**config.mk**
```make
export PLATFORM = sky130hd
export DESIGN_NAME = sensor_reset_control
export DESIGN_NICKNAME = d
export VERILOG_FILES = /design/src/design/reset_ctrl_pkg.sv /design/src/design/sensor_reset_control.sv
export SDC_FILE = /design/constraint.sdc
export NUM_CORES = 1
export LEC_CHECK = 0
export ABC_AREA = 1
export BUFFER_PORTS_ARGS = -buffer_cell sky130_fd_sc_hd__buf_2
export CAP_MARGIN = 20
export CORE_ASPECT_RATIO = 2
export CORE_MARGIN = 2
export CORE_UTILIZATION = 45
export CTS_BUF_LIST = sky130_fd_sc_hd__clkbuf_8
export DETAILED_ROUTE_END_ITERATION = 8
export RECOVER_POWER = 50
export SYNTH_ARGS = -nofsm -noshare
export SYNTH_HDL_FRONTEND = slang
export SYNTH_SLANG_ARGS = --single-unit
```
**constraint.sdc**
```tcl
create_clock -name clk_sys -period 1.5 [get_ports clk_sys]
set_input_delay 0.3 -clock clk_sys [delete_from_list [all_inputs] [get_ports clk_sys]]
set_output_delay 0.3 -clock clk_sys [all_outputs]
set_load 0.02 [all_outputs]
```
**src/design/reset_ctrl_pkg.sv**
```systemverilog
package reset_ctrl_pkg;

    // ************************************************************
    // reset timing
    // ************************************************************
    localparam int CLK_NS         = 40;
    localparam int POR_TIME_NS    = 3000000;
    localparam int POR_CYCLES     = (POR_TIME_NS + CLK_NS - 1) / CLK_NS;
    localparam int SYNC_STAGES    = 3;
    localparam int REL_STAGES     = 2;

    // ************************************************************
    // reset values
    // ************************************************************
    localparam logic RST_SRC_NONE = 1'b0;
    localparam logic [7:0] CAUSE_RST = 8'h00;

    // ************************************************************
    // cause bit positions
    // ************************************************************
    localparam int CAUSE_POR      = 0;
    localparam int CAUSE_PIN      = 1;
    localparam int CAUSE_SOFT     = 2;
    localparam int CAUSE_IO       = 3;
    localparam int CAUSE_CORE     = 4;

    typedef enum logic [1:0] {
        ST_OFF,
        ST_POR,
        ST_RESET,
        ST_STANDBY
    } seq_state_t;

endpackage

```
**src/design/sensor_reset_control.sv**
```systemverilog
`timescale 1ns/1ps

// Functional notes
// - When supplies and the power-down pin rise from fully off, run a power-on reset, clear all registers and enter stand-by.
// - Supplies rising while the power-down pin is low do not start a power-on reset.
// - The power-down pin held low resets the whole device.
// - Writing the software reset bit resets the device.
// - The IO supply monitor resets the device while that supply is at or below 0.2V.
// - Loss of the core supply resets the device.
// - Any reset source returns all registers to their initial values; reset_cause is kept across every source and is cleared only by rstn.
// - In stand-by the register contents are kept until a software reset, the power-down pin or a supply loss clears them.
module sensor_reset_control #(
    parameter int POR_CNT = reset_ctrl_pkg::POR_CYCLES
) (
    // clock and async reset
    input  wire logic       clk_sys,
    input  wire logic       rstn,
    // supply monitors and pins, asynchronous to clk_sys
    input  wire logic       core_supply_ok,
    input  wire logic       io_supply_ok,
    input  wire logic       power_down_pin,
    // software reset bit write strobe, same clock
    input  wire logic       soft_reset_bit,
    // outputs
    output logic            sys_rst_n,
    output logic            standby,
    output logic            por_busy,
    output logic [7:0]      reset_cause
);

    // ************************************************************
    // input synchronisers
    // ************************************************************
    logic [2:0] core_s_q;
    logic [2:0] io_s_q;
    logic [2:0] pin_s_q;
    logic       core_q;
    logic       io_q;
    logic       pin_q;

    always_ff @(posedge clk_sys or negedge rstn) begin
        if (!rstn) begin
            core_s_q <= 3'h0;
            io_s_q   <= 3'h0;
            pin_s_q  <= 3'h0;
        end else begin
            core_s_q <= {core_s_q[1:0], core_supply_ok};
            io_s_q   <= {io_s_q[1:0], io_supply_ok};
            pin_s_q  <= {pin_s_q[1:0], power_down_pin};
        end
    end

    // a change counts only when stages two and three agree
    wire core_agree = (core_s_q[1] == core_s_q[2]);
    wire io_agree   = (io_s_q[1] == io_s_q[2]);
    wire pin_agree  = (pin_s_q[1] == pin_s_q[2]);

    always_ff @(posedge clk_sys or negedge rstn) begin
        if (!rstn) begin
            core_q <= 1'b0;
            io_q   <= 1'b0;
            pin_q  <= 1'b0;
        end else begin
            if (core_agree) begin
                core_q <= core_s_q[2];
            end
            if (io_agree) begin
                io_q <= io_s_q[2];
            end
            if (pin_agree) begin
                pin_q <= pin_s_q[2];
            end
        end
    end

    // ************************************************************
    // source decode
    // ************************************************************
    wire src_core  = !core_q;
    wire src_io    = !io_q;
    wire src_pin   = !pin_q;
    wire src_soft  = soft_reset_bit;
    wire supply_up = core_q && io_q;
    wire all_up    = supply_up && pin_q;
    wire any_hard  = src_core || src_io || src_pin;
    // supplies present behind a low pin: the detector never saw them rise
    wire por_missed = supply_up && !pin_q;

    // ************************************************************
    // sequencer
    // ************************************************************
    reset_ctrl_pkg::seq_state_t state_q;
    reset_ctrl_pkg::seq_state_t state_d;
    logic [31:0] cnt_q;
    logic        was_off_q;
    logic        live_q;

    wire por_done = (cnt_q >= 32'(POR_CNT - 1));

    // por only armed after both supplies were seen down
    wire off_seen = src_core && src_io;

    always_comb begin
        state_d = state_q;
        case (state_q)
            reset_ctrl_pkg::ST_OFF: begin
                // pin low keeps the detector itself powered down
                if (all_up && was_off_q) begin
                    state_d = reset_ctrl_pkg::ST_POR;
                end else if (all_up) begin
                    state_d = reset_ctrl_pkg::ST_RESET;
                end
            end
            reset_ctrl_pkg::ST_POR: begin
                if (any_hard) begin
                    state_d = reset_ctrl_pkg::ST_OFF;
                end else if (por_done) begin
                    state_d = reset_ctrl_pkg::ST_STANDBY;
                end
            end
            reset_ctrl_pkg::ST_RESET: begin
                if (any_hard) begin
                    state_d = reset_ctrl_pkg::ST_OFF;
                end else begin
                    state_d = reset_ctrl_pkg::ST_STANDBY;
                end
            end
            reset_ctrl_pkg::ST_STANDBY: begin
                if (any_hard) begin
                    state_d = reset_ctrl_pkg::ST_OFF;
                end else if (src_soft) begin
                    state_d = reset_ctrl_pkg::ST_RESET;
                end
            end
            default: state_d = reset_ctrl_pkg::ST_OFF;
        endcase
    end

    always_ff @(posedge clk_sys or negedge rstn) begin
        if (!rstn) begin
            state_q <= reset_ctrl_pkg::ST_OFF;
            cnt_q   <= 32'h0;
        end else begin
            state_q <= state_d;
            cnt_q   <= (state_q == reset_ctrl_pkg::ST_POR) ? cnt_q + 32'h1 : 32'h0;
        end
    end

    // ************************************************************
    // power-on arming and cause qualifier
    // ************************************************************
    // limitation: a pin that settles after the supplies loses the
    // power-on count and takes the short reset path instead
    always_ff @(posedge clk_sys or negedge rstn) begin
        if (!rstn) begin
            was_off_q <= 1'b1;
            live_q    <= 1'b0;
        end else begin
            if (off_seen) begin
                was_off_q <= 1'b1;
            end else if (por_missed) begin
                was_off_q <= 1'b0;
            end else if (state_q == reset_ctrl_pkg::ST_POR) begin
                was_off_q <= 1'b0;
            end
            if (all_up) begin
                live_q <= 1'b1;
            end
        end
    end

    // ************************************************************
    // merged reset, synchronous release
    // ************************************************************
    // hard sources cut in on the edge they are seen, not one state later
    wire rst_req = (state_q != reset_ctrl_pkg::ST_STANDBY) || src_soft
                 || any_hard;
    logic [1:0] rel_q;

    // assert at once, release two edges later so every flop leaves together
    always_ff @(posedge clk_sys or negedge rstn) begin
        if (!rstn) begin
            rel_q <= 2'h0;
        end else if (rst_req) begin
            rel_q <= 2'h0;
        end else begin
            rel_q <= {rel_q[0], 1'b1};
        end
    end

    // ************************************************************
    // cause capture
    // ************************************************************
    // hard causes wait for the first all-up: the synchronisers start low
    // after rstn and would otherwise flag every source at once
    logic [7:0] cause_set;

    always_comb begin
        cause_set                             = reset_ctrl_pkg::CAUSE_RST;
        cause_set[reset_ctrl_pkg::CAUSE_POR]  = (state_q == reset_ctrl_pkg::ST_POR);
        cause_set[reset_ctrl_pkg::CAUSE_PIN]  = live_q && src_pin;
        cause_set[reset_ctrl_pkg::CAUSE_SOFT] = src_soft;
        cause_set[reset_ctrl_pkg::CAUSE_IO]   = live_q && src_io;
        cause_set[reset_ctrl_pkg::CAUSE_CORE] = live_q && src_core;
    end

    // ************************************************************
    // outputs
    // ************************************************************

    always_ff @(posedge clk_sys or negedge rstn) begin
        if (!rstn) begin
            sys_rst_n   <= 1'b0;
            standby     <= 1'b0;
            por_busy    <= 1'b0;
            reset_cause <= reset_ctrl_pkg::CAUSE_RST;
        end else begin
            sys_rst_n   <= rel_q[1] && !rst_req;
            standby     <= (state_q == reset_ctrl_pkg::ST_STANDBY) && rel_q[1] && !rst_req;
            por_busy    <= (state_q == reset_ctrl_pkg::ST_POR);
            // sticky, cleared only by the async reset
            reset_cause <= reset_cause | cause_set;
        end
    end

endmodule

```
* Word-level counts from Yosys, hierarchy flattened
Index checks and enable logic that the tools add are counted.
** Word-level totals
- Logic and storage cells :: 63
- Input port bits :: 6
- Flip-flop bits (word level) :: 61
** Operators by class
- $add $sub $neg :: 1
- Mux-type cells :: 13
- Reductions and logical operators :: 22
- Bitwise logic cells :: 1
- Eq/ne operators :: 10
- Order comparisons :: 1
** Operator list (count)
- 32-bit by 1-bit adder with 32-bit output, second input constant :: 1
- 32-bit by 17-bit >= comparator with 1-bit output, second input constant :: 1
- 32-bit two-way mux :: 1
- 2-bit two-way mux :: 8
- 1-bit logical AND :: 11
- 3-bit != test, second input constant :: 3
- 8-bit by 5-bit OR with 8-bit output :: 1
- 2-bit case mux with 4 select lines :: 1
- 2-bit equality test, second input constant :: 2
- 1-bit zero test :: 4
- 1-bit logical OR :: 4
- 1-bit equality test :: 3
- 1-bit two-way mux :: 3
- 3-bit AND reduction :: 1
- 3-bit nonzero test :: 1
- 2-bit by 1-bit equality test with 1-bit output, second input constant :: 1
- 2-bit zero test :: 1
- 2-bit != test, second input constant :: 1

* Depth between registers and ports, before layout
Gate-level depths: netlist of run 1.
- Depth in word-level cells :: 6
- Mapped depth :: 12
- Mapped depth without buffers :: 12

* Worst setup path after synthesis of run 1
No wires, ideal clock.
- Kind :: register to register
- Start point :: register cnt_q[0]
- End point :: register cnt_q[20]
- Clock period less this slack :: 1.438 ns
- Setup time :: 0.119 ns
- Data required time :: 1.381 ns
- Data arrival time :: 1.318 ns
- Stages on the path, launching flop included :: 11
- Path slack :: 0.062 ns
- Path through :: dfrtp_1 -> ha_1 -> nand2_1 -> nor2_2 -> nand2_1 -> inv_2 -> nand2_4 -> nor2_4 -> nand2_1 -> o21ai_1 -> nor2_1
** On the way
- Longest elaborated chain between the ends :: 2
** RTL lines
- start: declaration :: RTL line sensor_reset_control.sv:94 : logic [31:0] cnt_q;
- start signal: assignment :: RTL line sensor_reset_control.sv:145 : cnt_q <= (state_q == reset_ctrl_pkg::ST_POR) ? cnt_q + 32'h1 : 32'h0;
- 32-bit by 1-bit adder with 32-bit output :: RTL line sensor_reset_control.sv:145
- 32-bit two-way mux :: RTL line sensor_reset_control.sv:145
No other way between the ends.
A chain may end at the register's enable or synchronous reset.

* Worst setup path in the final report of run 1
- Start point :: register cnt_q[0]
- End point :: register cnt_q[25]
The elaborated chain is that of the path after synthesis.

==> results of run 1 <==
[per-stage QoR]
stage / util, % / std cells / hold WS [ps] / setup TNS [ps] / worst slack, ps
floorplan: - / 348 / 4.409 / 0 / 62.42
global placement: 50.05 / 453 / 297.1 / -12.20 / -12.20
detailed placement: 50.05 / 453 / 301.4 / -162.3 / -54.57
CTS: 54.57 / 473 / 39.56 / -16.01 / -16.01
global route: 56.96 / 481 / 40.75 / -188.0 / -51.26
finish: 56.96 / 481 / 59.32 / 0 / 40.15
[flip-flops by register name, summed over array words and instances, names as in the netlist]
register and count:
io_q 1, rel_q 2, por_busy 1, io_s_q 3, state_q 2, core_q 1, live_q 1, pin_s_q 3
cnt_q 32, pin_q 1, was_off_q 1, sys_rst_n 1, standby 1, core_s_q 3, reset_cause 5
[final cells by class]
class | instances | area [um^2]
clock buffers | 9 | 123.9
clock inverters | 7 | 93.84
multi-input cells | 249 | 1376
inverters | 35 | 131.4
repair buffers | 37 | 242.7
fillers | 569 | 2671
well taps | 86 | 107.6
flip-flops and latches | 58 | 1460
[cells in the mapped netlist, drive strengths merged]
| cell | n |
|---|---|
| maj3 | 3 |
| xnor2 | 2 |
| ha | 5 |
| o21bai | 3 |
| buf | 4 |
| dfrtp | 57 |
| a31oi | 3 |
| conb | 1 |
| nand3 | 10 |
| clkbuf | 2 |
| inv | 34 |
| a21oi | 10 |
| a22oi | 1 |
| a21o | 1 |
| and3 | 1 |
| o21a | 1 |
| nor3 | 12 |
| or2 | 2 |
| dfstp | 1 |
| nand4 | 8 |
| o211ai | 1 |
| xor2 | 8 |
| nor2 | 77 |
| o21ai | 11 |
| clkinv | 1 |
| nand2 | 87 |
[worst max-delay path: stages, from the launching register on]
cell	delay, ps
dfrtp_1	390
buf_4	140
nand3_2	100
nor2_4	160
nand2_4	100
nor2_4	110
nand2_2	100
o21ai_1	130
nand2_1	60
nor2_1	100
[per-layer routing]
layer	wire length, um	vias to the layer above
met1	2703	1066
met2	3115	47
met3	265	16
met4	172	0
met5	0	-
li1	-	1182
[cells by family (layout without fill, tap and decap cells)]
logic type | count (synthesis) | in the layout | share of synthesized area, %
other | 1 | 3 | 0.1312
buffers and inverters | 41 | 88 | 5.820
AND/OR/NAND/NOR | 197 | 197 | 30.77
XOR/XNOR | 10 | 10 | 3.064
flip-flops | 58 | 58 | 50.81
AO/OA/AOI/OAI | 31 | 31 | 6.171
adder cells (fa/ha/maj) | 8 | 8 | 3.239
[report_power, final]
group / total (mW) / switching, mW / internal, mW
clock network: 1.56 / 0.633 / 0.929
registers: 1.72 / 0.0639 / 1.66
logic: 0.647 / 0.378 / 0.270
[repair_timing]
item                                    4_1_cts  5_1_grt
hold buffers                                  1        0
resized for setup                             7       31
endpoints found under the setup margin        5       18
pin swaps                                     3        8
buffers inserted                              3        8
hold endpoints to repair                     57        0
[path summary, 6_finish.rpt]
kind / cells after the start / to / startpoint / slack, ps
setup / recovery: 9 / cnt_q[25]$_DFF_PN0_ / cnt_q[0]$_DFF_PN0_ / 40
hold / removal: 1 / io_s_q[0]$_DFF_PN0_ / io_supply_ok / 60
setup reg to reg: 9 / cnt_q[25]$_DFF_PN0_ / cnt_q[0]$_DFF_PN0_ / 40
hold reg to reg: 0 / pin_s_q[1]$_DFF_PN0_ / pin_s_q[0]$_DFF_PN0_ / 350
max in group asynchronous: 3 / cnt_q[19]$_DFF_PN0_ / rstn / 230
min in group asynchronous: 3 / cnt_q[11]$_DFF_PN0_ / rstn / 530
==> flow_metrics.tcl, run 1 <==
set metrics [dict create \
    overflow 0 \
    cp.required_ps 1780 \
    yosysWarnings 0 \
    cp-end-kind "register" \
    final_common_cell "nand2_1" \
    cts_tree "done" \
    place_area_um2 3107 \
    grt_use_total_pct 20.21 \
    mostFrequentLayoutCells "nand2_1 (74), nor2_1 (64), dfrtp_1 (51), inv_1 (30), buf_4 (21)" \
    io_pins 17 \
    cts_buffers 9 \
    setup_viol 0 \
    avgSynthCellArea_um2 8.263 \
    insertion_delay_ps 350 \
    port-buffer-count 13 \
    dp.final_hpwl_um 4756 \
    grt_max_degree 40 \
    use_met1_pct 26.37 \
    antenna_cells 0 \
    final_area_um2 3536 \
    fmax_ghz 0.6850 \
    grt_pass1_vias 2258 \
    nNetsFinal 401 \
    status "completed" \
    tightest_slew_ps 849.0 \
    gp_congestion 0.8895 \
    die_h_um 116.7 \
    maxSlewViolCount 0 \
    ant_nets 0 \
    yosys.area.top_type "dfrtp_1" \
    critPathArrivalTime_ps 1740 \
    p_per_area_nw_per_um2 1112 \
    use_met3_pct 4.430 \
    synth_seq_area_share_pct 50.81 \
    netlist_top_cells_area "dfrtp_1 (50%), nand2_1 (11%), nor2_1 (8.9%)" \
    first_pass_iters 4 \
    clock_skew_ps 8.122 \
    hold_path_class "in2reg" \
    use_met2_pct 30.58 \
    placementRows 41 \
    die_area_um2 7045 \
    cp_max_fo 4 \
    cp-start-kind "register" \
    drive_gt1_share_pct 26.33 \
    wl_um 6256 \
    cts_sinks 58 \
    grt_pass1_wl_um 10400 \
    via_count 2311 \
    die_w_um 60.36 \
    leakagePower_nw 1.536 \
    synth_area_um2 2859 \
    drv_cap 0 \
    rsz0062_at_grt "true" \
    grt_antenna_before_repair 0 \
    yosys.area.top_type_share_pct 49.89 \
    synthToLayoutAreaGrowth_pct 23.68 \
    busiest_layer "met2" \
    netlist_instances 346 \
    maxSlewHeadroom_pct 43.40 \
    core_area_um2 6207 \
    htree_num_levels 3 \
    hold_viol 0 \
    detail_route.vias_per_cell 4.805 \
    clk_path_buf_depth 2 \
    cts-root-buf "clkbuf_8" \
    criticalPathCategory "reg2reg" \
    min_period_ps 1460 \
    p_total_mw 3.932 \
    start_util_pct 46.06 \
    drt_iter0_drc 109 \
    drcViolationCount 0 \
    ys_ff_latch 58 \
    vdd_drop_max_mv 0.8380 \
    yosysUniqueCellTypes 35 \
    finalCritPeriodShare_pct 97.32 \
    clkTransAtPathRegs_ps 70 \
    wl_per_cell_um 13.01 \
]
Note: power is estimated with default switching activity, not from simulation.
==> run 2, diff against run 1 <==
--- a/config.mk
+++ b/config.mk
@@ -5,7 +5,6 @@
 export SDC_FILE = /design/constraint.sdc
 export NUM_CORES = 1
 export LEC_CHECK = 0
-export ABC_AREA = 1
 export BUFFER_PORTS_ARGS = -buffer_cell sky130_fd_sc_hd__buf_2
 export CAP_MARGIN = 20
 export CORE_ASPECT_RATIO = 2
==> run 2 against run 1 <==
Net effect: the flow now finishes with violations (negative setup slack); via count is 13% lower; die area is 8.0% lower; final cell count is 18% lower; wire length is 8.7% lower; highest routed layer unchanged; worst setup slack worse by 150 ps; non-clock buffer count is 45 higher; total power hardly changed; area after synthesis is 8.4% lower; utilization is 8.7 points higher; sequential share of layout area is 2.2 points lower; global-route usage is 0.88 points lower.
==> flow_metrics.tcl, run 2 <==
set metrics [dict create \
    rsz0062_at_grt "true" \
    setup_ws_ps -110.3 \
    port-buffer-count 13 \
    drcViolationCount 0 \
    hold_viol 0 \
    async_reset_ff_share_pct 100.0 \
    critPathArrivalTime_ps 1850 \
    gp_congestion 0.8002 \
    crit_path_cell_trace "ha_4 -> a21oi_2 -> o211ai_2 -> nand3_2 -> a221oi_4 -> mux2_4" \
    yosysUniqueCellTypes 43 \
    dp.final_hpwl_um 3844 \
    clkTransAtPathRegs_ps 70 \
    wl_um 5713 \
    drt_iter0_drc 44 \
    avgSynthCellArea_um2 10.77 \
    p_sw_share_pct 25.89 \
    yosysMostFrequentCell "dfrtp_1" \
    ys_ff_latch 58 \
    overflow 0 \
    detail_route.vias_per_cell 5.106 \
    yosys.area.top_type "dfrtp_1" \
    drv_cap 0 \
    p_seq_share_pct 43.0 \
    via_count 2022 \
    final_common_cell "buf_4" \
    die_h_um 111.9 \
    netlist_instances 243 \
    finalCritPeriodShare_pct 107.4 \
    regMostFlops "cnt_q" \
    cts-root-buf "clkbuf_8" \
    min_period_ps 1610 \
    violations "negative setup slack" \
    die_area_um2 6480 \
    worst_path_dominant_cell_family "compound AO/OA/AOI/OAI gates" \
    io_pins 17 \
    largest_reg_flops 32 \
    hold_start "power_down_pin" \
    synthTopCellsByCount "dfrtp_1 (57), nand2_1 (26), nor2_1 (26)" \
    nNetsFinal 341 \
    place_area_um2 3156 \
    insertion_delay_ps 350 \
    clock_skew_ps 6.217 \
    status "finished, violations left" \
    ant_nets 0 \
    grt_max_degree 34 \
    leakagePower_nw 1.653 \
    whs_ps 51.48 \
    grt_pass1_vias 2061 \
    wl_per_cell_um 14.43 \
    maxSlewHeadroom_pct 38.77 \
    crit_start "cnt_q[0]$_DFF_PN0_" \
    grt_pass1_wl_um 9259 \
    grt_use_total_pct 19.33 \
    cp.buffers_inverters 0 \
    first_pass_iters 4 \
    reg2reg_from "cnt_q[0]$_DFF_PN0_" \
    p_sw_mw 1.017 \
    hold_path_class "in2reg" \
    synth_seq_area_share_pct 55.50 \
    antenna_cells 0 \
    p_per_area_nw_per_um2 1058 \
    cp_max_fo 3 \
    synthToLayoutAreaGrowth_pct 41.92 \
    core_area_um2 5660 \
    clk_path_buf_depth 2 \
    tightest_slew_ps 918.5 \
    die_w_um 57.93 \
    cp.required_ps 1740 \
    p_int_mw 2.913 \
    slowest_stage "dfrtp_1" \
    top_regs "cnt_q: 32 flops, reset_cause: 5 flops" \
    placementRows 39 \
    yosys.area.top_type_share_pct 54.49 \
    cts_tree "done" \
    yosysWarnings 0 \
    grt_antenna_before_repair 0 \
    final_area_um2 3715 \
    maxSlewViolCount 0 \
    p_clk_share_pct 40.0 \
    cts_buffers 9 \
    vdd_drop_max_mv 1.269 \
    synth_flop_cell "dfrtp_1" \
    fmax_ghz 0.6210 \
    synth_area_um2 2618 \
    cp-start-kind "register" \
    setup_viol 13 \
    final_core_util_pct 65.63 \
    htree_num_levels 3 \
    start_util_pct 46.24 \
    combPwrFrac_pct 17.0 \
    synth_enable_flop_cells 0 \
    drive_gt1_share_pct 40.90 \
    cp-end-kind "register" \
    mostFrequentLayoutCells "buf_4 (57), dfrtp_1 (56), nor2_1 (25), nand2_1 (20)" \
    netlist_top_cells_area "dfrtp_1 (54%), xnor2_1 (4.0%), nand2_1 (3.7%)" \
    criticalPathCategory "reg2reg" \
    critPathMaxStageDelay_ps 420 \
    cts_sinks 58 \
]
==> run 2: cell count changes after synthesis, sizes merged, moves of 8 or more <==
| cell | before | now |
|---|---|---|
| nor4 | 0 | 10 |
| nor3 | 12 | 4 |
| o21ai | 11 | 3 |
| inv | 34 | 9 |
| nor2 | 77 | 26 |
| xnor2 | 2 | 12 |
| nand2 | 87 | 26 |
| and2 | 0 | 10 |
==> run 2: path summary, 6_finish.rpt <==
kind	cells after the start	to	slack, ps
max	6	state_q[0]$_DFFE_PN0P_	-110
min	1	pin_s_q[0]$_DFF_PN0_	50
max reg2reg	6	state_q[0]$_DFFE_PN0P_	-110
min reg2reg	0	io_s_q[1]$_DFF_PN0_	350
max in group asynchronous	3	cnt_q[8]$_DFF_PN0_	150
min in group asynchronous	2	cnt_q[30]$_DFF_PN0_	600
==> run 2: stage by stage <==
stage / setup TNS [ps] / total power, mW / setup WS, ps / instances
floorplan: -287.4 / 2.016 / -88.90 / 245
global placement: -432.4 / 2.233 / -85.49 / 362
detailed placement: -1094 / 2.246 / -132.9 / 362
CTS: -1113 / 3.898 / -110.5 / 386
global route: -2109 / 4.124 / -175.3 / 396
finish: -611.5 / 3.930 / -110.3 / 396
==> run 2: cell type report <==
type | instances | area [um^2]
Fill cell | 457 | 1946
Clock buffer | 9 | 123.9
Multi-Input combinational cell | 170 | 1309
Clock inverter | 7 | 93.84
Timing Repair Buffer | 82 | 624.3
Inverter | 9 | 33.78
Sequential cell | 58 | 1454
Tap cell | 61 | 76.32
==> run 2: what timing repair did <==
action / CTS / global route
hold buffers: 1 / 0
gates resized for setup: 13 / 30
pin swaps: 10 / 27
buffers inserted: 7 / 11
setup endpoints to repair: 22 / 28
endpoints found under the hold margin: 11 / 0
==> run 2: power groups by stage <==
stage	registers, mW	logic, mW	clock network [mW]
3_5_place_dp	1.71	0.531	0
4_1_cts	1.69	0.584	1.62
2_1_floorplan	1.73	0.282	0
3_3_place_gp	1.71	0.521	0
5_1_grt	1.70	0.736	1.69
6_report	1.69	0.667	1.57
==> run 2: routing by layer <==
layer / part of all wire (%) / vias to the layer above / track usage, %
met5: 0 / - / 0
met4: 2.8 / 0 / 10.08
met3: 3.0 / 13 / 6.156
met2: 55 / 28 / 32.12
met1: 39 / 996 / 21.42
li1: - / 985 / -
==> run 2: cell families (layout without fill, tap and decap cells) <==
family	count (synthesis)	in the layout	share of synthesized area (%)
adders and majority gates	8	8	3.537
other	1	3	0.1433
xor gates and xnor gates	21	21	7.027
buffers and inverters	17	107	2.915
DFF	58	58	55.50
muxes	7	7	2.868
and+or+nand+nor	113	113	23.14
AOI/OAI and AO/OA	18	18	4.876
==> run 2: worst register-to-register path: stages, from the launching register on <==
cell	delay [ps]
dfrtp_1	420
ha_4	170
a21oi_2	60
o211ai_2	150
nand3_2	110
a221oi_4	280
mux2_4	320
==> run 3, diff against run 2 <==
--- a/config.mk
+++ b/config.mk
@@ -10,7 +10,6 @@
 export CORE_ASPECT_RATIO = 2
 export CORE_MARGIN = 2
 export CORE_UTILIZATION = 45
-export CTS_BUF_LIST = sky130_fd_sc_hd__clkbuf_8
 export DETAILED_ROUTE_END_ITERATION = 8
 export RECOVER_POWER = 50
 export SYNTH_ARGS = -nofsm -noshare
==> constraint.sdc (replaced) <==
create_clock -name clk_sys -period 2 [get_ports clk_sys]
set_input_delay 0.4 -clock clk_sys [delete_from_list [all_inputs] [get_ports clk_sys]]
set_output_delay 0.4 -clock clk_sys [all_outputs]
set_load 0.02 [all_outputs]
==> run 3 against run 2 <==
Net effect: worst setup slack better by 330 ps; fmax is 9.6% lower; sequential share of layout area is 7.4 points higher; the run now ends clean; clock skew is 2.6 ps lower; wire length is 14% lower; critical path type unchanged; utilization is 10 points lower; final cell count is 15% lower; critical path depth stayed put; die area stayed put; sequential cell count stayed put; via count is 11% lower; total power is 16% lower.
==> flow_metrics.tcl, run 3 (synthesis results as in run 2) <==
set metrics [dict create \
    status "completed" \
    first_pass_iters 4 \
    cp-start-kind "register" \
    p_per_area_nw_per_um2 1053 \
    grt_antenna_before_repair 0 \
    insertion_delay_ps 330 \
    cp_max_fo 4 \
    hold_path_class "in2reg" \
    slowest_stage "dfrtp_1" \
    gp_congestion 0.7941 \
    reg2reg_depth 6 \
    crit_start "cnt_q[0]$_DFF_PN0_" \
    mostFrequentLayoutCells "dfrtp_1 (57), nand2_1 (26), nor2_1 (26), nand3_1 (13)" \
    cts_resized 0 \
    placementRows 39 \
    crit_path_cell_trace "ha_1 -> a21oi_1 -> o211ai_2 -> nand3_1 -> a221oi_2 -> mux2_4" \
    r2r_slack_ps 220 \
    core_area_um2 5660 \
    fill_cells 495 \
    clkTransAtPathRegs_ps 50 \
    drv_cap 0 \
    ctsHoldBuffers 0 \
    maxSlewHeadroom_pct 31.57 \
    start_util_pct 46.24 \
    clk_path_buf_depth 2 \
    via_count 1794 \
    vdd_drop_max_mv 1.064 \
    critPathMaxStageDelay_ps 380 \
    grt_pass1_vias 1840 \
    rsz0062_at_grt "false" \
    critPathArrivalTime_ps 1990 \
    leakagePower_nw 1.339 \
    nNetsFinal 281 \
    drive_gt1_share_pct 18.18 \
    criticalPathCategory "reg2reg" \
    hold_viol 0 \
    finalCritPeriodShare_pct 89.04 \
    final_common_cell "dfrtp_1" \
    tns_ps 0 \
    cp.required_ps 2210 \
    cp-end-kind "register" \
    reg2reg_from "cnt_q[0]$_DFF_PN0_" \
    cts_tree "done" \
    grt_max_degree 23 \
    cts_buffers 9 \
    die_w_um 57.93 \
    setup_viol 0 \
    clock_skew_ps 3.666 \
    fmax_ghz 0.5616 \
    wl_per_cell_um 14.62 \
    cts-root-buf "clkbuf_16" \
    antenna_cells 0 \
    tightest_slew_ps 1026 \
    grt_use_total_pct 18.05 \
    overflow 0 \
    min_period_ps 1781 \
    port-buffer-count 13 \
    ant_nets 0 \
    wl_um 4912 \
    top_regs "cnt_q: 32 flops, reset_cause: 5 flops" \
    cts_setup_buffers 0 \
    regMostFlops "cnt_q" \
    cts_sinks 58 \
    endpoint "state_q[0]$_DFFE_PN0P_" \
    p_total_mw 3.289 \
    drt_iter0_drc 60 \
    die_area_um2 6480 \
    synthToLayoutAreaGrowth_pct 19.36 \
    reg2reg_to "state_q[0]$_DFFE_PN0P_" \
    dp.final_hpwl_um 3528 \
    grt_pass1_wl_um 8707 \
    detail_route.vias_per_cell 5.339 \
    maxSlewViolCount 0 \
    die_h_um 111.9 \
    drcViolationCount 0 \
    htree_num_levels 3 \
    largest_reg_flops 32 \
    io_pins 17 \
]
[run 3: how the worst min path moves through the flow]
stage,to,startpoint,cells past startpoint,slack (ps)
2_1_floorplan,cnt_q[0]$_DFF_PN0_,rstn,0,100
3_3_place_gp,io_s_q[1]$_DFF_PN0_,io_s_q[0]$_DFF_PN0_,0,330
3_5_place_dp,io_s_q[1]$_DFF_PN0_,io_s_q[0]$_DFF_PN0_,0,340
4_1_cts,cnt_q[27]$_DFF_PN0_,rstn,1,10
5_1_grt,io_s_q[0]$_DFF_PN0_,io_supply_ok,1,170
6_report,io_s_q[0]$_DFF_PN0_,io_supply_ok,1,170
[run 3: worst max-delay path: cells and delay by family, from the launching register on]
| kind | cells | cell delay [ps] |
|---|---|---|
| AOI/OAI and AO/OA | 3 | 590 |
| adders and majority gates | 1 | 230 |
| DFF | 1 | 380 |
| muxes | 1 | 330 |
| and+or+nand+nor | 1 | 130 |
[run 3: layer usage]
layer  global-route usage [%]  vias to the layer above  wire length, um
li1                         -                      876                -
met1                    20.32                      873             1970
met2                    29.17                       31             2557
met3                    5.226                       14              180
met4                    11.16                        0              204
met5                        0                        -                0
[run 3: cell type report]
class,count,area (um^2),area share [%]
repair buffers,22,126.4,4.045
clock inverters,4,72.57,2.323
well taps,61,76.32,2.443
clock buffers,12,266.5,8.530
multi-input cells,170,1096,35.08
inverters,9,33.78,1.081
flip-flops and latches,58,1453,46.50
[run 3: through the flow]
| step | cell area [um^2] | setup WS, ps | utilization, % | hold slack, ps | instances |
|---|---|---|---|---|---|
| 3_3_place_gp | 2791 | 264.9 | 49.31 | 333.9 | 320 |
| 6_report | 3124 | 219.2 | 55.19 | 174.8 | 336 |
| 5_1_grt | 3124 | 6.861 | 55.19 | 167.5 | 336 |
| 4_1_cts | 3131 | 195.8 | 55.31 | 13.09 | 336 |
| 2_1_floorplan | 2625 | 364.9 | - | 104.4 | 245 |
| 3_5_place_dp | 2791 | 188.4 | 49.31 | 335.8 | 320 |
[run 3: power breakdown]
| group | switching (mW) | internal (mW) |
|---|---|---|
| Combinational | 0.194 | 0.127 |
| Sequential | 0.0338 | 1.24 |
| Clock | 0.510 | 1.19 |
